$ cat src/core/mc_pkg.sv
// Shared constants, register map and decode functions of the misc configuration bank
package mc_pkg;

  // ==========================================================================
  // Register indices; byte address is four times the index
  localparam logic [9:0] IDX_DIM_REG = 10'h056;
  localparam logic [9:0] IDX_FREQ_REF = 10'h057;
  localparam logic [9:0] IDX_TMO_SUP = 10'h058;
  localparam logic [9:0] IDX_OD_DIAG = 10'h059;
  localparam logic [9:0] IDX_WDOG = 10'h05A;
  localparam logic [9:0] IDX_SHORT_TH = 10'h05B;

  // ==========================================================================
  // Writable bit masks; everything outside reads zero
  localparam logic [7:0] WMASK_DIM_REG = 8'hD0;
  localparam logic [7:0] WMASK_FREQ_REF = 8'hF3;
  localparam logic [7:0] WMASK_TMO_SUP = 8'h7F;
  localparam logic [7:0] WMASK_OD_DIAG = 8'hFF;
  localparam logic [7:0] WMASK_WDOG = 8'hF0;
  localparam logic [7:0] WMASK_SHORT_TH = 8'hFF;
  // Bits of the first register taken from the shadow image at reset
  localparam logic [7:0] NVMASK_DIM_REG = 8'h50;
  // Value every register holds while reset is asserted
  localparam logic [7:0] RST_VAL = 8'h00;

  // ==========================================================================
  // Field positions
  localparam int AUTO_SHORT_BIT = 7;
  localparam int REG_SEL_BIT = 6;
  localparam int EXP_DIM_BIT = 4;
  localparam int DIM_FREQ_LSB = 4;
  localparam int REF_RATIO_LSB = 0;
  localparam int IDLE_TMO_LSB = 4;
  localparam int LOW_SUP_LSB = 0;
  localparam int OD_CUR_LSB = 4;
  localparam int OD_PW_LSB = 0;
  localparam int WDOG_LSB = 4;

  // ==========================================================================
  // Timing
  localparam int CLK_PERIOD_NS = 10;
  localparam int US_NS = 1000;
  localparam int CYC_PER_US = (US_NS + CLK_PERIOD_NS - 1) / CLK_PERIOD_NS;
  localparam logic [3:0] WDOG_OFF_CODE = 4'h0;
  localparam logic [3:0] WDOG_ZERO_MIN = 4'hC;
  localparam logic [3:0] OD_CUR_CH_CODE = 4'hF;
  localparam logic [4:0] LOW_SUP_BASE_V = 5'h05;
  localparam logic [9:0] REF_RATIO_BASE = 10'h040;

  typedef enum logic {PH_LOAD, PH_RUN} mc_phase_e;

  // ==========================================================================
  // Watchdog period in microseconds; zero where no count applies
  function automatic logic [19:0] mc_wdog_us(input logic [3:0] c);
    case (c)
      4'h1: mc_wdog_us = 20'd200;
      4'h2: mc_wdog_us = 20'd500;
      4'h3: mc_wdog_us = 20'd1000;
      4'h4: mc_wdog_us = 20'd2000;
      4'h5: mc_wdog_us = 20'd5000;
      4'h6: mc_wdog_us = 20'd10000;
      4'h7: mc_wdog_us = 20'd20000;
      4'h8: mc_wdog_us = 20'd50000;
      4'h9: mc_wdog_us = 20'd100000;
      4'hA: mc_wdog_us = 20'd200000;
      4'hB: mc_wdog_us = 20'd500000;
      default: mc_wdog_us = 20'd0;
    endcase
  endfunction : mc_wdog_us

  // Link idle timeout in microseconds
  function automatic logic [19:0] mc_idle_us(input logic [2:0] c);
    case (c)
      3'h0: mc_idle_us = 20'd1000;
      3'h1: mc_idle_us = 20'd125;
      3'h2: mc_idle_us = 20'd250;
      3'h3: mc_idle_us = 20'd500;
      3'h4: mc_idle_us = 20'd1250;
      3'h5: mc_idle_us = 20'd2500;
      3'h6: mc_idle_us = 20'd5000;
      default: mc_idle_us = 20'd10000;
    endcase
  endfunction : mc_idle_us

endpackage : mc_pkg

$ cat src/core/mc_tmr_if.sv
// Control and status bundle between the bank and one inactivity timer
`timescale 1ns/1ps
interface mc_tmr_if;
  logic [19:0] period_us;
  logic off;
  logic zero;
  logic kick;
  logic expired;
  modport ctl (output period_us, output off, output zero, output kick, input expired);
  modport tmr (input period_us, input off, input zero, input kick, output expired);
endinterface : mc_tmr_if

$ cat src/core/mc_tick.sv
// Microsecond tick prescaler shared by the inactivity timers
`timescale 1ns/1ps
module mc_tick #(
  parameter int CYC_US = 100
) (
  input wire logic clk,
  input wire logic rst,
  input wire logic ce,
  output logic tick
);
  logic [15:0] cnt_r;

  // Free-running divider; one pulse per microsecond
  always_ff @(posedge clk or posedge rst) begin
    if (rst) begin
      cnt_r <= 16'h0000;
      tick <= 1'b0;
    end else if (ce) begin
      tick <= (cnt_r == 16'(CYC_US - 1));
      cnt_r <= (cnt_r == 16'(CYC_US - 1)) ? 16'h0000 : cnt_r + 16'h0001;
    end
  end
endmodule : mc_tick

$ cat src/core/mc_timer.sv
// Inactivity timer: expires after a programmed number of microseconds
`timescale 1ns/1ps
module mc_timer (
  input wire logic clk,
  input wire logic rst,
  input wire logic ce,
  input wire logic tick,
  mc_tmr_if.tmr t
);
  logic [19:0] cnt_r;

  // Kick restarts the count; expiry holds until off, or a kick while zero is low
  always_ff @(posedge clk or posedge rst) begin
    if (rst) begin
      cnt_r <= 20'h00000;
      t.expired <= 1'b0;
    end else if (ce) begin
      if (t.off) begin
        cnt_r <= 20'h00000;
        t.expired <= 1'b0;
      end else if (t.kick) begin
        cnt_r <= 20'h00000;
        t.expired <= t.zero;
      end else if (t.zero) begin
        t.expired <= 1'b1;
      end else if (tick && !t.expired) begin
        cnt_r <= cnt_r + 20'h00001;
        if (cnt_r + 20'h00001 >= t.period_us) begin
          t.expired <= 1'b1;
        end
      end
    end
  end
endmodule : mc_timer

$ cat src/core/mc_misc_cfg.sv
// Misc configuration register bank of the LED driver, reached over APB
//
// Summary of operation
// - Bit 7 of the first register enables automatic single-LED short checking, reset to 0.
// - Regulator select zero picks the higher output voltage and one the lower.
// - Bit 4 of the first register switches dimming to the exponential curve when set.
// - Every field without a fixed reset value loads from its shadow image on reset.
// - Bits 7-4 of the second register pick one of sixteen ascending dimming frequencies.
// - Bits 1-0 of the second register pick a reference ratio of 64, 128, 256 or 512.
// - Bits 6-4 of the third register pick the link idle timeout from 125 us to 10 ms.
// - Bits 3-0 of the third register set the low-supply trip level from 5 V to 20 V.
// - Diagnostic current codes 0-14 give (4 code + 1)/64 of full range, 15 the channel's own.
// - Bits 3-0 of the fourth register set the diagnostic pulse width, code 0 is 100 us.
// - Bits 7-4 of the fifth register set the watchdog period, codes 1-11 from 200 us to 500 ms.
// - Watchdog code 0 disables the watchdog so link silence never forces fail-safe.
// - Watchdog codes 12-15 mean zero timeout and fail-safe is entered directly.
// - The first register sits at index 0x56 and its shadow-backed bits load at reset.
`timescale 1ns/1ps
module mc_misc_cfg
  import mc_pkg::*;
#(
  parameter int ADDR_W = 12,
  parameter int CYC_US = CYC_PER_US
) (
  input wire logic MCLK,
  input wire logic SYS_RST,
  input wire logic CLK_EN,
  // APB slave
  input wire logic PSEL,
  input wire logic PENABLE,
  input wire logic PWRITE,
  input wire logic [ADDR_W-1:0] PADDR,
  input wire logic [31:0] PWDATA,
  output logic [31:0] PRDATA,
  output logic PREADY,
  output logic PSLVERR,
  // Shadow images, one per register
  input wire logic [7:0] NVM_DIM_REG,
  input wire logic [7:0] NVM_FREQ_REF,
  input wire logic [7:0] NVM_TMO_SUP,
  input wire logic [7:0] NVM_OD_DIAG,
  input wire logic [7:0] NVM_WDOG,
  input wire logic [7:0] NVM_SHORT_TH,
  // Link activity pulse, same clock domain
  input wire logic LINK_ACTIVITY,
  // Settings to the datapaths
  output logic CFG_VALID,
  output logic AUTO_SINGLE_SHORT_EN,
  output logic REGULATOR_LOW_SEL,
  output logic EXP_DIMMING_EN,
  output logic [3:0] DIM_FREQ_SEL,
  output logic [9:0] REF_RATIO,
  output logic [4:0] LOW_SUPPLY_VOLTS,
  output logic [5:0] ONDEMAND_CURRENT_NUM,
  output logic ONDEMAND_USE_CH_CURRENT,
  output logic [3:0] ONDEMAND_PULSE_WIDTH,
  output logic [7:0] SHORT_THRESHOLD,
  output logic LINK_IDLE,
  output logic FAILSAFE_REQ
);

  // ==========================================================================
  // Declarations
  // Registers hold only their writable bits; reserved bits are never stored
  mc_phase_e phase_r;
  logic [7:0] dim_reg_r;
  logic [7:0] freq_ref_r;
  logic [7:0] tmo_sup_r;
  logic [7:0] od_diag_r;
  logic [7:0] wdog_r;
  logic [7:0] short_th_r;
  logic [9:0] idx;
  logic hit;
  logic err;
  logic access;
  logic wr_commit;
  logic [7:0] wdat;
  logic [7:0] rd_nxt;
  logic tick;
  logic [3:0] wd_code;
  logic [2:0] idle_code;
  logic [3:0] od_cur;
  logic [3:0] low_sup;
  logic load;

  // One bundle per timer; the bank drives the controls, the timer the flag
  mc_tmr_if wd_if ();
  mc_tmr_if idle_if ();

  // ==========================================================================
  // Bus decode
  // One index decode feeds the write strobes, the read mux and the error
  // answer, so the three can never disagree about which register is named
  // Low two address bits must be zero; anything else is answered with an error
  assign idx = 10'(PADDR >> 2);
  assign hit = (idx >= IDX_DIM_REG) && (idx <= IDX_SHORT_TH) && (PADDR[1:0] == 2'b00);
  assign err = !hit;
  assign access = PSEL && PENABLE;
  // Write takes effect only at the edge where the master sees PREADY high
  assign wr_commit = access && PREADY && PWRITE && hit && CLK_EN;
  assign wdat = PWDATA[7:0];
  assign load = (phase_r == PH_LOAD) && CLK_EN;

  // ==========================================================================
  // Reset sequencing
  // Async reset can only force constants, so shadow images load one edge after release
  // While the phase still says load, the bus answer and both timers are held
  // off, so nothing outside ever sees a half-loaded bank
  always_ff @(posedge MCLK or posedge SYS_RST) begin
    if (SYS_RST) begin
      phase_r <= PH_LOAD;
    end else if (CLK_EN) begin
      phase_r <= PH_RUN;
    end
  end

  // ==========================================================================
  // Registers
  // Each register takes its shadow image once, then belongs to software
  // Masks sit on both paths, so stray reserved bits in an image still read zero
  // A write cannot meet the load, as the bus answer is held off until it is done
  // First register: short check has a fixed reset, the rest comes from shadow
  always_ff @(posedge MCLK or posedge SYS_RST) begin
    if (SYS_RST) begin
      dim_reg_r <= RST_VAL;
    end else if (load) begin
      dim_reg_r <= NVM_DIM_REG & NVMASK_DIM_REG;
    end else if (wr_commit && idx == IDX_DIM_REG) begin
      dim_reg_r <= wdat & WMASK_DIM_REG;
    end
  end

  // Dimming frequency and reference ratio
  always_ff @(posedge MCLK or posedge SYS_RST) begin
    if (SYS_RST) begin
      freq_ref_r <= RST_VAL;
    end else if (load) begin
      freq_ref_r <= NVM_FREQ_REF & WMASK_FREQ_REF;
    end else if (wr_commit && idx == IDX_FREQ_REF) begin
      freq_ref_r <= wdat & WMASK_FREQ_REF;
    end
  end

  // Link timeout and low-supply threshold
  always_ff @(posedge MCLK or posedge SYS_RST) begin
    if (SYS_RST) begin
      tmo_sup_r <= RST_VAL;
    end else if (load) begin
      tmo_sup_r <= NVM_TMO_SUP & WMASK_TMO_SUP;
    end else if (wr_commit && idx == IDX_TMO_SUP) begin
      tmo_sup_r <= wdat & WMASK_TMO_SUP;
    end
  end

  // On-demand diagnostic current and pulse width
  always_ff @(posedge MCLK or posedge SYS_RST) begin
    if (SYS_RST) begin
      od_diag_r <= RST_VAL;
    end else if (load) begin
      od_diag_r <= NVM_OD_DIAG & WMASK_OD_DIAG;
    end else if (wr_commit && idx == IDX_OD_DIAG) begin
      od_diag_r <= wdat & WMASK_OD_DIAG;
    end
  end

  // Watchdog period
  always_ff @(posedge MCLK or posedge SYS_RST) begin
    if (SYS_RST) begin
      wdog_r <= RST_VAL;
    end else if (load) begin
      wdog_r <= NVM_WDOG & WMASK_WDOG;
    end else if (wr_commit && idx == IDX_WDOG) begin
      wdog_r <= wdat & WMASK_WDOG;
    end
  end

  // Short threshold; its field layout is owned by the converter logic
  always_ff @(posedge MCLK or posedge SYS_RST) begin
    if (SYS_RST) begin
      short_th_r <= RST_VAL;
    end else if (load) begin
      short_th_r <= NVM_SHORT_TH & WMASK_SHORT_TH;
    end else if (wr_commit && idx == IDX_SHORT_TH) begin
      short_th_r <= wdat & WMASK_SHORT_TH;
    end
  end

  // ==========================================================================
  // Read mux
  // Unmapped indices fall through to zero; the answer process flags them
  always_comb begin
    rd_nxt = 8'h00;
    case (idx)
      IDX_DIM_REG: rd_nxt = dim_reg_r;
      IDX_FREQ_REF: rd_nxt = freq_ref_r;
      IDX_TMO_SUP: rd_nxt = tmo_sup_r;
      IDX_OD_DIAG: rd_nxt = od_diag_r;
      IDX_WDOG: rd_nxt = wdog_r;
      IDX_SHORT_TH: rd_nxt = short_th_r;
      default: rd_nxt = 8'h00;
    endcase
  end

  // ==========================================================================
  // APB answer
  // One wait state keeps PREADY a flop; held off until the shadow load is done
  // The answer is built from the request seen at the access edge, so the
  // master must hold address and direction until it sees PREADY
  // Ready clears itself on the next edge where CLK_EN is high, in every case
  always_ff @(posedge MCLK or posedge SYS_RST) begin
    if (SYS_RST) begin
      PREADY <= 1'b0;
      PRDATA <= 32'h0000_0000;
      PSLVERR <= 1'b0;
    end else if (CLK_EN) begin
      if (access && !PREADY && phase_r == PH_RUN) begin
        PREADY <= 1'b1;
        PSLVERR <= err;
        PRDATA <= (!PWRITE && hit) ? {24'h00_0000, rd_nxt} : 32'h0000_0000;
      end else begin
        PREADY <= 1'b0;
        PSLVERR <= 1'b0;
        PRDATA <= 32'h0000_0000;
      end
    end
  end

  // ==========================================================================
  // Decoded settings
  assign od_cur = od_diag_r[OD_CUR_LSB +: 4];
  assign low_sup = tmo_sup_r[LOW_SUP_LSB +: 4];

  // The extra flop costs one cycle between a write and its effect, but the
  // datapaths never see a setting glitch in the middle of a cycle
  // Registered so every setting leaves the block from a flop
  always_ff @(posedge MCLK or posedge SYS_RST) begin
    if (SYS_RST) begin
      CFG_VALID <= 1'b0;
      AUTO_SINGLE_SHORT_EN <= 1'b0;
      REGULATOR_LOW_SEL <= 1'b0;
      EXP_DIMMING_EN <= 1'b0;
      DIM_FREQ_SEL <= 4'h0;
    end else if (CLK_EN) begin
      CFG_VALID <= (phase_r == PH_RUN);
      AUTO_SINGLE_SHORT_EN <= dim_reg_r[AUTO_SHORT_BIT];
      REGULATOR_LOW_SEL <= dim_reg_r[REG_SEL_BIT];
      EXP_DIMMING_EN <= dim_reg_r[EXP_DIM_BIT];
      DIM_FREQ_SEL <= freq_ref_r[DIM_FREQ_LSB +: 4];
    end
  end

  // Arithmetic decodes: ratio, trip volts, diagnostic current
  // The ratio is the base shifted by its code, so each step doubles it
  always_ff @(posedge MCLK or posedge SYS_RST) begin
    if (SYS_RST) begin
      REF_RATIO <= 10'h000;
      LOW_SUPPLY_VOLTS <= 5'h00;
      ONDEMAND_CURRENT_NUM <= 6'h00;
      ONDEMAND_USE_CH_CURRENT <= 1'b0;
    end else if (CLK_EN) begin
      REF_RATIO <= REF_RATIO_BASE << freq_ref_r[REF_RATIO_LSB +: 2];
      LOW_SUPPLY_VOLTS <= LOW_SUP_BASE_V + {1'b0, low_sup};
      ONDEMAND_CURRENT_NUM <= (od_cur == OD_CUR_CH_CODE) ? 6'h00 : {od_cur, 2'b01};
      ONDEMAND_USE_CH_CURRENT <= (od_cur == OD_CUR_CH_CODE);
    end
  end

  // Pass-through codes for the diagnostic pulse and short threshold
  // The pulse code goes out raw; the pulse timer owns its table of widths
  always_ff @(posedge MCLK or posedge SYS_RST) begin
    if (SYS_RST) begin
      ONDEMAND_PULSE_WIDTH <= 4'h0;
      SHORT_THRESHOLD <= 8'h00;
    end else if (CLK_EN) begin
      ONDEMAND_PULSE_WIDTH <= od_diag_r[OD_PW_LSB +: 4];
      SHORT_THRESHOLD <= short_th_r;
    end
  end

  // ==========================================================================
  // Link timers
  // Both timers share one microsecond prescaler whose phase a kick does not
  // reset, so an expiry may come up to one microsecond early; that slack is
  // far below the shortest period and saves a divider per timer
  assign wd_code = wdog_r[WDOG_LSB +: 4];
  assign idle_code = tmo_sup_r[IDLE_TMO_LSB +: 3];

  // Codes 12 to 15 hold the expiry high through any link activity, since the
  // restart inside the timer reloads the expiry from the zero flag
  // Watchdog; rewriting the period restarts the count
  assign wd_if.period_us = mc_wdog_us(wd_code);
  assign wd_if.off = (wd_code == WDOG_OFF_CODE) || (phase_r == PH_LOAD);
  assign wd_if.zero = (wd_code >= WDOG_ZERO_MIN);
  assign wd_if.kick = LINK_ACTIVITY || (wr_commit && idx == IDX_WDOG);

  // Idle timeout is never disabled once loaded
  // Its code 0 is a real 1 ms period, unlike the watchdog's off code
  assign idle_if.period_us = mc_idle_us(idle_code);
  assign idle_if.off = (phase_r == PH_LOAD);
  assign idle_if.zero = 1'b0;
  assign idle_if.kick = LINK_ACTIVITY || (wr_commit && idx == IDX_TMO_SUP);

  // Shared prescaler; CYC_US sets the MCLK cycles in one microsecond
  mc_tick #(
    .CYC_US(CYC_US)
  ) u_tick (
    .clk(MCLK),
    .rst(SYS_RST),
    .ce(CLK_EN),
    .tick(tick)
  );

  // Watchdog timer
  mc_timer u_wdog (
    .clk(MCLK),
    .rst(SYS_RST),
    .ce(CLK_EN),
    .tick(tick),
    .t(wd_if)
  );

  // Link idle timer
  mc_timer u_idle (
    .clk(MCLK),
    .rst(SYS_RST),
    .ce(CLK_EN),
    .tick(tick),
    .t(idle_if)
  );

  // Timer flags pass through one flop on the way out
  // Both flags are levels; the fail-safe logic decides what to latch
  always_ff @(posedge MCLK or posedge SYS_RST) begin
    if (SYS_RST) begin
      FAILSAFE_REQ <= 1'b0;
      LINK_IDLE <= 1'b0;
    end else if (CLK_EN) begin
      FAILSAFE_REQ <= wd_if.expired;
      LINK_IDLE <= idle_if.expired;
    end
  end

endmodule : mc_misc_cfg

$ cat config.mk
export PLATFORM = sky130hd
export DESIGN_NAME = mc_misc_cfg
export DESIGN_NICKNAME = d
export VERILOG_FILES = /design/src/core/mc_pkg.sv /design/src/core/mc_tmr_if.sv /design/src/core/mc_tick.sv /design/src/core/mc_timer.sv /design/src/core/mc_misc_cfg.sv
export SDC_FILE = /design/constraint.sdc
export NUM_CORES = 1
export LEC_CHECK = 0
export BUFFER_PORTS_ARGS = -buffer_cell sky130_fd_sc_hd__buf_2
export CORE_MARGIN = 5
export CORE_UTILIZATION = 35
export CTS_CLUSTER_SIZE = 12
export DETAILED_ROUTE_END_ITERATION = 10
export PLACE_DENSITY = 0.54
export SYNTH_ARGS = -nofsm -noshare
export SYNTH_HDL_FRONTEND = slang
export SYNTH_SLANG_ARGS = --single-unit
export TNS_END_PERCENT = 5
$ cat constraint.sdc
create_clock -name MCLK -period 5.4 [get_ports MCLK]
set_input_delay 1.08 -clock MCLK [delete_from_list [all_inputs] [get_ports MCLK]]
set_output_delay 1.08 -clock MCLK [all_outputs]
set_load 0.005 [all_outputs]
# == Yosys cells after proc, flatten, opt, wreduce, memory -nomap -nowiden ==
# Memory sizes are Yosys's and may differ from the RTL's.
# Cells that the tools add are included.
# op_classes
order_cmp,5
muxes,36
add_sub_neg,4
shift,1
n_reduce_logical,43
n_bitwise,1
eq_ne,17
# ops
cell,n
$mux 20,7
$mux 8,14
$pmux 14 s7,1
$eq 10x7->1 const B,6
$pmux 8 s6,1
$add 20x1->20 const B,2
$ge 20x14->1,1
$ge 20x20->1,1
$logic_and 1x1->1,19
$add 16x1->16 const B,1
$eq 16x7->1 const B,1
$mux 16,1
$reduce_bool 2->1,6
$mux 1,11
$ge 10x7->1 const B,1
$le 10x7->1 const B,1
$shl 7x2->10 const A,1
$eq 3x3->1 const B,3
$reduce_and 3->1,3
$reduce_bool 4->1,2
$eq 3x2->1 const B,2
$mux 6,1
$ne 3x1->1 const B,2
$add 3x4->5 const A,1
12 further kinds,18
# word_totals
ff_bits,186
mem_count,1
mem_bits_ro,272
inputBits,99
word_cells,137
# mem_list
name,words,width,rd,rd_ports_with_merged_regs,wr,line,rtl
(name not given),16,17,1,0,0,mc_pkg.sv:55,case (c)

# == Depth between registers and ports, before layout ==
# Gate-level depths: netlist of the first run.
# logic_depth
depth_word,9
ltp_mapped,13

# == By module ==
# From an unflattened synthesis of the first run, not the netlist that was laid out.
# unflattened
hier_cells,988
hier_area_um2,9042.4
# by_module_without_submodules
module,area_each_um2,instances,cells_per_inst,seq_area_each_um2
mc_misc_cfg,4699.5,1,494,2102.0
mc_timer (u_idle),1816.7,1,219,525.5
mc_timer (u_wdog),1737.9,1,204,525.5
mc_tick,788.3,1,71,425.4

# == Worst setup path before layout of the first run ==
# Ideal clock, no wire load.
# synth_path
path_kind,input to register
from,input PADDR[2]
to,register u_idle.cnt_r[17]
setup_time_ns,0.133
cell_stages,8
slack_ns,2.702
path_buffers,2
arrival_time_ns,2.565
t_required_ns,5.267
cell_sequence,buf_2 > nor4b_1 > nand3_1 > o31ai_4 > o21ai_1 > clkbuf_1 > o21ai_1 > o31ai_1
# synth_between
elab_chain_cells,9
word_cells_on_any_way,13
classes_between,order compare (2); eq/ne (2); mux (2); reduce/logical (7)
# synth_rtl
element,line,rtl
from (decl),mc_misc_cfg.sv:32,"input wire logic [ADDR_W-1:0] PADDR,"
$ge 10x7->1 / $le 10x7->1 (equally long branches),mc_misc_cfg.sv:96,assign hit = (idx >= IDX_DIM_REG) && (idx <= IDX_SHORT_TH) && (PADDR[1:0] == 2'b00);
$logic_and 1x1->1 (2 in a row),mc_misc_cfg.sv:96,
$logic_and 1x1->1 (2 in a row),mc_misc_cfg.sv:100,assign wr_commit = access && PREADY && PWRITE && hit && CLK_EN;
$logic_and 1x1->1 *,mc_misc_cfg.sv:301,assign idle_if.kick = LINK_ACTIVITY || (wr_commit && idx == IDX_TMO_SUP);
$logic_or 1x1->1 *,mc_misc_cfg.sv:301,
$ne 3x1->1 (no source line) / $mux 20 (equally long branches),-,
$reduce_and 2->1 (no source line) / $mux 20 (equally long branches),-,
to (signal assigned),mc_timer.sv:27,cnt_r <= cnt_r + 20'h00001;
to (decl),mc_timer.sv:10,logic [19:0] cnt_r;
# Every way passes the cells marked *; elsewhere a longest branch is shown, timed or not.
# A chain may end at the register's enable or synchronous reset.

# == Worst setup path after layout of the first run ==
# layout_path
from,register u_idle.cnt_r[0]
to,register u_idle.t.expired
# layout_between
elab_chain_cells,4
# layout_rtl
element,line,rtl
$add 20x1->20,mc_timer.sv:28,if (cnt_r + 20'h00001 >= t.period_us) begin
$ge 20x14->1,mc_timer.sv:28,
$ne 3x1->1 (no source line),-,
$reduce_and 3->1 (no source line),-,
to (signal assigned),mc_timer.sv:23,t.expired <= t.zero;
to (decl),mc_tmr_if.sv:10,"modport tmr (input period_us, input off, input zero, input kick, output expired);"
# No other way between the ends.

==> results of run 1 <==
[path summary, 6_finish.rpt]
kind,slack [ps],cells past startpoint,from,end
worst max register to register,2000,12,u_idle.cnt_r[0],u_idle.t.expired
worst min-delay path,470,1,u_tick.cnt_r[15],u_tick.cnt_r[15]
min in group asynchronous,810,2,SYS_RST,u_wdog.cnt_r[13]
worst min register to register,470,1,u_tick.cnt_r[15],u_tick.cnt_r[15]
max in group asynchronous,3630,3,SYS_RST,ONDEMAND_CURRENT_NUM[5]
worst max-delay path,2000,12,u_idle.cnt_r[0],u_idle.t.expired
[per-stage QoR]
stage	instance area, µm²	hold slack, ps	util	instances	worst slack, ps
after CTS	9750	468	0.413	1331	2020
after global placement	9180	459	0.389	1299	1830
after global routing	9750	493	0.413	1332	1770
final	9750	470	0.413	1332	2000
after floorplan	8570	437	-	938	482
after detailed placement	9180	455	0.389	1299	1840
[routing by layer]
| metal | up-vias | routed length [µm] | global-route usage | share of wire |
|---|---|---|---|---|
| li1 | 3381 | - | - | - |
| met1 | 3222 | 10800 | 0.245 | 0.49 |
| met2 | 187 | 9580 | 0.238 | 0.44 |
| met3 | 23 | 1330 | 0.0414 | 0.061 |
| met4 | 6 | 247 | 0.0401 | 0.011 |
| met5 | - | 28 | 0 | 0.0013 |
[critical path, stage by stage (launching register included)]
cell and delay [ps]:
dfrtp_1 500, ha_1 330, nand2_1 160, or2_1 290
nor2_1 160, and3_1 190, xor2_1 300, ha_1 300
a21oi_1 130, o21ai_0 100, a221oi_1 410, o2111ai_1 190
a22o_1 220
[placed cells by master, fill, tap and decap left out, types with 25 or more instances in the layout]
master / instances
a21oi_1: 69
buf_2: 108
conb_1: 31
dfrtp_1: 143
ha_1: 40
mux2_2: 25
nand2_1: 102
nor2_1: 56
o21ai_0: 37
o21ai_1: 53
xnor2_1: 34
[cell families (layout without fill, tap and decap cells)]
logic type / count (synthesis) / count (layout) / synth area share
buffers and inverters: 91 / 165 / 0.0549
and+or+nand+nor: 302 / 302 / 0.184
adders and majority gates: 40 / 40 / 0.0592
other: 1 / 32 / 0.000444
AOI/OAI and AO/OA: 244 / 244 / 0.179
xor gates and xnor gates: 50 / 50 / 0.0518
muxes: 37 / 37 / 0.0475
DFF: 143 / 143 / 0.423
[state kept, by name, indices dropped and copies added, names as in the netlist, 6 cells and up]
| signal | flops |
|---|---|
| PRDATA | 8 |
| SHORT_THRESHOLD | 8 |
| freq_ref_r | 6 |
| od_diag_r | 8 |
| short_th_r | 8 |
| tmo_sup_r | 7 |
| u_idle.cnt_r | 20 |
| u_tick.cnt_r | 16 |
| u_wdog.cnt_r | 20 |
[synth_stat cells, drive strengths merged (12+ instances only)]
cell,n,area share
mux2,25,0.033
o21ai,92,0.055
dfrtp,143,0.42
nand4,18,0.014
clkbuf,37,0.016
nor2b,18,0.013
nand2b,16,0.012
nand2,102,0.045
ha,40,0.059
mux2i,12,0.014
nand3,24,0.015
nor3,16,0.011
xor2,16,0.017
a21oi,69,0.041
xnor2,34,0.035
buf,36,0.030
o31ai,16,0.017
nor2,57,0.025
inv,18,0.0080
[power groups by stage]
stage	sequential, W	combinational, W	clock (W)
3_3_place_gp	0.00129	0.000410	0
3_5_place_dp	0.00129	0.000415	0
2_1_floorplan	0.00126	0.000304	0
5_1_grt	0.00129	0.000472	0.00122
6_report	0.00127	0.000410	0.00115
4_1_cts	0.00127	0.000416	0.00118
[layout make-up]
class | count | area (µm²)
Fill cell | 2381 | 13900
Sequential cell | 143 | 3580
Timing Repair Buffer | 115 | 593
Inverter | 18 | 72.6
Clock buffer | 18 | 429
Multi-Input combinational cell | 704 | 4530
Clock inverter | 14 | 144
Antenna cell | 1 | 2.50
Tap cell | 319 | 399
==> PnR_summary.wiki, run 1 <==
{| class="wikitable"
! Metric !! Value
|-
| Final setup violation count || 0
|-
| Peak clock frequency supported by timing || 294 MHz
|-
| Sinks on the clock net || 143
|-
| Layout-stage area growth over the synthesis result || 15.4%
|-
| Die outline width || 165 µm
|-
| Tightest Pin Transition || 1150 ps
|-
| Leakage || 4.52 nW
|-
| Post-Syn Instances || 908
|-
| Cts bufs inserted || 17
|-
| Vias || 6819
|-
| Maximum number of pins on one net before global-route repair || 83
|-
| Launching element type of the critical path || register
|-
| Syn_area_per_cell || 9.31 µm²
|-
| Max-Cap Viols || 0
|-
| NumNets Final || 1138
|-
| Largest voltage drop on the vdd net || 0.205 mV
|-
| Io pins || 177
|-
| Share of the clock period used by the worst path after layout || 0.630
|-
| Final critical-path required period || 3400 ps
|-
| Switching Share || 0.304
|-
| Via density per instance || 5.12
|-
| Synth cell types || 68
|-
| Post-Route Skew || 16.1 ps
|-
| Maximum level of the CTS H-tree || 4
|-
| Clock insertion delay at the later pin of the skew report || 430 ps
|-
| Deepest clock path buffer count || 2
|-
| Cts hold-fix bufs || 0
|-
| Clock tree from TritonCTS || yes
|-
| Layout cell share with drive strength beyond 1 || 0.189
|-
| Internal power || 0.00197 W
|-
| Clock share of power || 0.406
|-
| Starting density of the core || 0.358
|-
| Final Routed Wirelength || 21900 µm
|-
| Setup TNS Final || 0 ps
|-
| Overall routing resource usage || 0.164
|-
| Floorplan die area || 27400 µm²
|-
| Average wire length per cell after detail routing || 16.5 µm
|-
| Height of the die || 165 µm
|-
| Reg power frac || 0.450
|-
| Final Max Slew Viols || 0
|-
| Global-route wire length before repair || 35100 µm
|-
| Sum of overflow across all layers after global routing || 0
|-
| Synth warn || 0
|-
| Net switching component of the power || 0.000861 W
|-
| Count of final hold-check violations || 0
|-
| Top FF cell, synth || dfrtp_1
|-
| Path class of the lowest-slack min-delay path || reg2reg
|-
| Setup repair after global routing missed its margin || false
|-
| Initial antenna violation count || 4
|-
| Number of core rows || 56
|-
| Sequential fraction of the synthesis area || 0.423
|-
| Pre-Repair DR Iteration Count || 7
|-
| Normalized max-slew margin || 0.236
|-
| Number of global-route vias before repair || 6371
|-
| Core area || 23600 µm²
|-
| GP Congestion || 0.804
|-
| DRC violations left || 0
|-
| Crit path required time || 5710 ps
|-
| Status || finished clean
|-
| Power Density || 291 nW/µm²
|-
| Startpoint-to-endpoint class of the critical path || reg2reg
|-
| Count of buffers inserted at the top-level ports || 108
|-
| Combinational cell fraction of total power || 0.145
|-
| Count of routing violations after the opening detailed-route iteration || 446
|-
| Arr. time, crit path || 3710 ps
|-
| Clock-pin slew on the worst setup and hold paths || 70 ps
|-
| Number of flops mapped to enable cells by yosys || 0
|-
| Sum of internal, switching and leakage power || 0.00283 W
|-
| Async set-or-reset flop fraction in the synthesized netlist || 1.00
|-
| Placed wire-length estimate || 15900 µm
|-
| Critical-path maximum fanout || 7
|-
| PostCTS Resize Cnt || 0
|-
| Mapped cell area || 8450 µm²
|-
| Setup Fix Bufs, Post-CTS || 0
|-
| Buffer cell driving the clock tree root || clkbuf_16
|-
| Number of register bits inferred by synthesis || 143
|-
| Post-route antenna net violation count || 0
|-
| Crit. End Element || register
|}
(Power assumes the default switching activity.)
==> inputs of run 2 (changes only) <==
Settings changed: PLACE_DENSITY 0.54 to 0.56.
Clock period 5.4 ns to 3.1 ns, I/O delays scaled along.
==> PnR_summary.wiki, run 2 (synthesis results as in run 1) <==
{| class="wikitable"
! Metric !! Value
|-
| Cts bufs inserted || 17
|-
| Pre-Repair DR Iteration Count || 5
|-
| Clock insertion delay at the later pin of the skew report || 430 ps
|-
| Maximum level of the CTS H-tree || 4
|-
| Status || finished clean
|-
| Arr. time, crit path || 3180 ps
|-
| Launching element type of the critical path || register
|-
| Most used cells in the layout excluding fill and tap cells || dfrtp_1, buf_2, nand2_1
|-
| Deepest clock path buffer count || 2
|-
| Path class of the lowest-slack min-delay path || in2async
|-
| Worst reg2reg path depth || 10
|-
| Core area || 23600 µm²
|-
| Delay contributed by the slowest stage of the critical path || 450 ps
|-
| CP max stage cell || or3_1
|-
| Final Max Slew Viols || 0
|-
| Fill cell instance count of the final layout || 2386
|-
| Initial antenna violation count || 0
|-
| Average wire length per cell after detail routing || 16.1 µm
|-
| Maximum number of pins on one net before global-route repair || 144
|-
| Cts hold-fix bufs || 0
|-
| Tightest Pin Transition || 1100 ps
|-
| Power Density || 503 nW/µm²
|-
| Layout-stage area growth over the synthesis result || 17.7%
|-
| Setup repair after global routing missed its margin || false
|-
| Total placed instance area || 9360 µm²
|-
| Sum of internal, switching and leakage power || 0.00500 W
|-
| Leakage || 4.62 nW
|-
| Largest registers || u_idle.cnt_r (20), u_wdog.cnt_r (20), u_tick.cnt_r (16)
|-
| Setup Fix Bufs, Post-CTS || 0
|-
| Combined area of the multi-input logic cells || 4540 µm²
|-
| WL met1 || 11300 µm
|-
| GP Congestion || 0.800
|-
| Count of buffers inserted at the top-level ports || 108
|-
| Flop-to-flop setup slack || 230 ps
|-
| DRC violations left || 0
|-
| Most common library cell in the layout ignoring fill and taps || dfrtp_1
|-
| Vias || 6804
|-
| Via density per instance || 5.03
|-
| Final setup violation count || 0
|-
| Startpoint-to-endpoint class of the critical path || reg2reg
|-
| ANT cells || 0
|-
| Share of the clock period used by the worst path after layout || 0.927
|-
| Design area || 9950 µm²
|-
| Routed met2 length || 9510 µm
|-
| Count of routing violations after the opening detailed-route iteration || 388
|-
| Layout cell share with drive strength beyond 1 || 0.208
|-
| Setup TNS Final || 0 ps
|-
| Largest voltage drop on the vdd net || 0.275 mV
|-
| Sequence of cells on the critical path || ha_1 > and4_1 > nand4_1 > or3_1 > nand2_1 > ha_1 > nand3_1 > or3_1 > nand3_1 > o31a_1
|-
| Sinks on the clock net || 143
|-
| Placed wire-length estimate || 16000 µm
|-
| Reg-to-reg critical path endpoint || u_wdog.t.expired
|-
| Die outline width || 165 µm
|-
| Peak clock frequency supported by timing || 348 MHz
|-
| Start of the worst register-to-register path || u_wdog.cnt_r[0]
|-
| Final critical-path required period || 2870 ps
|-
| NumNets Final || 1161
|-
| Max-Cap Viols || 0
|-
| CP top delay family || simple AND/OR/NAND/NOR gates
|-
| Post-route antenna net violation count || 0
|-
| Number of global-route vias before repair || 6608
|-
| Area taken by flip-flops and latches || 3580 µm²
|-
| Count of final hold-check violations || 0
|-
| Starting density of the core || 0.358
|-
| Height of the die || 165 µm
|-
| Floorplan die area || 27400 µm²
|-
| Final Routed Wirelength || 21900 µm
|-
| Overall routing resource usage || 0.165
|-
| Buffer cell driving the clock tree root || clkbuf_16
|-
| Normalized max-slew margin || 0.264
|-
| Number of core rows || 56
|-
| Post-Route Skew || 7.40 ps
|-
| Global-route wire length before repair || 35500 µm
|-
| Total buffers and inverters traversed by the critical path || 0
|-
| Clock-pin slew on the worst setup and hold paths || 60 ps
|-
| Crit. End Element || register
|-
| Io pins || 177
|-
| Crit path required time || 3410 ps
|-
| Clock tree from TritonCTS || yes
|-
| Sum of overflow across all layers after global routing || 0
|-
| Critical-path maximum fanout || 6
|-
| Top layer reached by signal wires || met4
|-
| Wire length on met3 || 848 µm
|}
[run 2: cell count changes in the layout (fill, tap and decap cells not counted), moves of 2 or more]
| cell | previous run | this run |
|---|---|---|
| clkinv_4 | 3 | 0 |
| clkinv_8 | 2 | 0 |
| inv_6 | 6 | 4 |
| clkinvlp_4 | 1 | 6 |
| buf_4 | 7 | 29 |
| clkbuf_8 | 0 | 2 |
[run 2: timing repair]
item                                    CTS  global route
gates resized for setup                   0             2
endpoints found under the setup margin    0             1
hold endpoints to repair                  0             0
[run 2: worst max-delay path by stage]
stage	start	end	cells past startpoint
2_1_floorplan	u_idle.cnt_r[0]	u_idle.t.expired	12
6_report	u_wdog.cnt_r[0]	u_wdog.t.expired	10
3_5_place_dp	PADDR[10]	u_wdog.cnt_r[1]	6
4_1_cts	u_idle.cnt_r[0]	u_idle.t.expired	11
5_1_grt	u_idle.cnt_r[0]	u_idle.t.expired	12
3_3_place_gp	PADDR[10]	u_wdog.cnt_r[1]	6
[run 2: power breakdown]
group	switching [W]	total [W]	internal, W
combinational	0.000415	0.000761	0.000345
clock	0.000871	0.00204	0.00117
sequential	0.000158	0.00220	0.00204
total	0.00144	0.00500	0.00355
[run 2: metal layers]
metal / up-vias / track usage
met5: - / 0
met4: 0 / 0.0435
met3: 16 / 0.0352
met2: 141 / 0.246
met1: 3234 / 0.244
li1: 3413 / -
[run 2: metrics by stage]
stage / util / worst slack (ps) / std cells / hold slack (ps)
2_1_floorplan: - / 419 / 938 / 437
3_3_place_gp: 0.396 / 206 / 1322 / 456
3_5_place_dp: 0.396 / 170 / 1322 / 454
4_1_cts: 0.421 / 183 / 1354 / 390
5_1_grt: 0.421 / 17.5 / 1354 / 396
6_report: 0.421 / 228 / 1354 / 407
[run 2: tightest hold or removal path, delay by kind of cell]
family / cells / cell delay (ps)
buf+inv: 3 / 730
[run 2: cell type report]
cell class | instances | share of cell area
clock buffer | 20 | 0.0459
sequential | 143 | 0.360
tap | 319 | 0.0401
multi-input combinational | 704 | 0.456
inverter | 18 | 0.00717
timing repair buffer | 138 | 0.0782
clock inverter | 12 | 0.0126
==> inputs of run 3 (changes only) <==
Settings changed: CELL_PAD_IN_SITES_DETAIL_PLACEMENT from default to 1, CELL_PAD_IN_SITES_GLOBAL_PLACEMENT from default to 2, CORE_UTILIZATION 35 to 30, PLACE_DENSITY 0.56 to 0.75.
==> PnR_summary.wiki, run 3 (synthesis results as in run 1) <==
{| class="wikitable"
! Metric !! Value
|-
| Status || finished clean
|-
| Launching element type of the critical path || register
|-
| Critical-path maximum fanout || 5
|-
| Startpoint-to-endpoint class of the critical path || reg2reg
|-
| GRT met2 Usage || 0.282
|-
| Largest registers || u_idle.cnt_r (20), u_wdog.cnt_r (20), u_tick.cnt_r (16)
|-
| Sequence of cells on the critical path || ha_1 > nand2_1 > or2_1 > nor2_1 > and3_1 > xor2_1 > ha_1 > a21oi_1 > o21ai_0 > a221oi_2 > o2111ai_1 > a22o_1
|-
| Crit path required time || 3410 ps
|-
| Floorplan die area || 31600 µm²
|-
| Met3 capacity usage during global routing || 0.0375
|-
| Via density per instance || 5.01
|-
| Clock tree from TritonCTS || yes
|-
| Post-route antenna net violation count || 0
|-
| Share of the clock period used by the worst path after layout || 0.932
|-
| NumNets Final || 1168
|-
| Final Routed Wirelength || 25400 µm
|-
| Sum of overflow across all layers after global routing || 0
|-
| Vias || 7123
|-
| Most common library cell in the layout ignoring fill and taps || dfrtp_1
|-
| Reg-to-reg critical path endpoint || u_idle.t.expired
|-
| Count of final hold-check violations || 0
|-
| Cts bufs inserted || 17
|-
| Most used cells in the layout excluding fill and tap cells || dfrtp_1, buf_2, nand2_1
|-
| Final Worst Setup Slack || 211 ps
|-
| Fraction of met1 tracks used by global routing || 0.219
|-
| Cts hold-fix bufs || 0
|-
| Post-Route Skew || 9.05 ps
|-
| Start of the worst register-to-register path || u_idle.cnt_r[1]
|-
| Sinks on the clock net || 143
|-
| DP Worst Slack || 125 ps
|-
| Count of buffers inserted at the top-level ports || 108
|-
| Core area || 27800 µm²
|-
| Number of core rows || 61
|-
| Height of the die || 178 µm
|-
| Largest voltage drop on the vdd net || 0.281 mV
|-
| Final critical-path required period || 2890 ps
|-
| Layout cell share with drive strength beyond 1 || 0.216
|-
| Flop-to-flop setup slack || 210 ps
|-
| Pre-Repair DR Iteration Count || 4
|-
| Arr. time, crit path || 3190 ps
|-
| Worst reg2reg path depth || 12
|-
| DP Cell Count || 1386
|-
| Global-route wire length before repair || 41700 µm
|-
| DRC violations left || 0
|-
| Starting density of the core || 0.304
|-
| Routing layer with the top usage in global route || met2
|-
| Leakage || 4.69 nW
|-
| Final Max Slew Viols || 0
|-
| Maximum level of the CTS H-tree || 4
|-
| GP Congestion || 0.799
|-
| Delay contributed by the slowest stage of the critical path || 420 ps
|-
| Tightest Pin Transition || 1150 ps
|-
| Initial antenna violation count || 3
|-
| Placed wire-length estimate || 19100 µm
|-
| Overall routing resource usage || 0.166
|-
| Average wire length per cell after detail routing || 17.9 µm
|-
| Core occupancy in the finished layout || 0.365
|-
| Final setup violation count || 0
|-
| Count of routing violations after the opening detailed-route iteration || 326
|-
| CP max stage cell || dfrtp_1
|-
| Peak clock frequency supported by timing || 346 MHz
|-
| Maximum number of pins on one net before global-route repair || 71
|-
| Deepest clock path buffer count || 2
|-
| Clock-pin slew on the worst setup and hold paths || 70 ps
|-
| Power Density || 509 nW/µm²
|-
| Crit. End Element || register
|-
| Most repeated library cell on the critical path || ha_1
|-
| Max-Cap Viols || 0
|-
| Buffer cell driving the clock tree root || clkbuf_16
|-
| Path class of the lowest-slack min-delay path || in2async
|-
| Number of global-route vias before repair || 7552
|-
| Die outline width || 178 µm
|-
| Clock insertion delay at the later pin of the skew report || 420 ps
|-
| Io pins || 177
|-
| Layout-stage area growth over the synthesis result || 19.9%
|-
| Normalized max-slew margin || 0.230
|-
| Layout Cells excl Fill || 1421
|}
## run 3: how the worst max path moves through the flow
stage | cells past startpoint | endpoint | startpoint | slack (ps)
final | 12 | u_idle.t.expired | u_idle.cnt_r[1] | 210
after global routing | 12 | u_idle.t.expired | u_idle.cnt_r[1] | -2
after detailed placement | 11 | u_idle.t.expired | u_idle.cnt_r[1] | 120
after global placement | 11 | u_idle.t.expired | u_idle.cnt_r[1] | 230
after floorplan | 12 | u_idle.t.expired | u_idle.cnt_r[0] | 420
after CTS | 11 | u_idle.t.expired | u_idle.cnt_r[1] | 80
## run 3: per-layer routing
| metal | up-vias | wire, µm |
|---|---|---|
| met5 | - | 34 |
| met4 | 6 | 195 |
| met3 | 18 | 1130 |
| met2 | 120 | 12500 |
| met1 | 3536 | 11600 |
| li1 | 3443 | - |
## run 3: timing repair
item                                    CTS  global route
buffers inserted                          0             2
gates resized for setup                   0             4
endpoints found under the setup margin    0             1
## run 3: report_power, final
part	switching [W]	internal, W
clock	0.000946	0.00123
sequential	0.000173	0.00204
combinational	0.000426	0.000345
total	0.00155	0.00362
## run 3: worst max-delay path: cells and delay by family (launching register included)
| family | cells | cell delay, ps |
|---|---|---|
| flops | 1 | 420 |
| fa+ha+maj | 2 | 490 |
| simple gates | 4 | 720 |
| compound gates | 5 | 930 |
| xor+xnor | 1 | 220 |
## run 3: per-stage QoR
step / hold slack [ps] / setup TNS, ps / cell area [µm²] / power [W]
after floorplan: 437 / 0 / 8570 / 0.00272
after global placement: 458 / 0 / 9480 / 0.00301
after detailed placement: 456 / 0 / 9480 / 0.00303
after CTS: 229 / 0 / 10100 / 0.00525
after global routing: 264 / -2.32 / 10100 / 0.00545
final: 235 / 0 / 10100 / 0.00517
## run 3: cell type report
class	instances	area, µm²
Antenna cell	1	2.50
Clock buffer	17	425
Clock inverter	15	193
Fill cell	3281	17600
Inverter	18	71.3
Multi-Input combinational cell	704	4550
Sequential cell	143	3580
Tap cell	378	473
Timing Repair Buffer	145	843
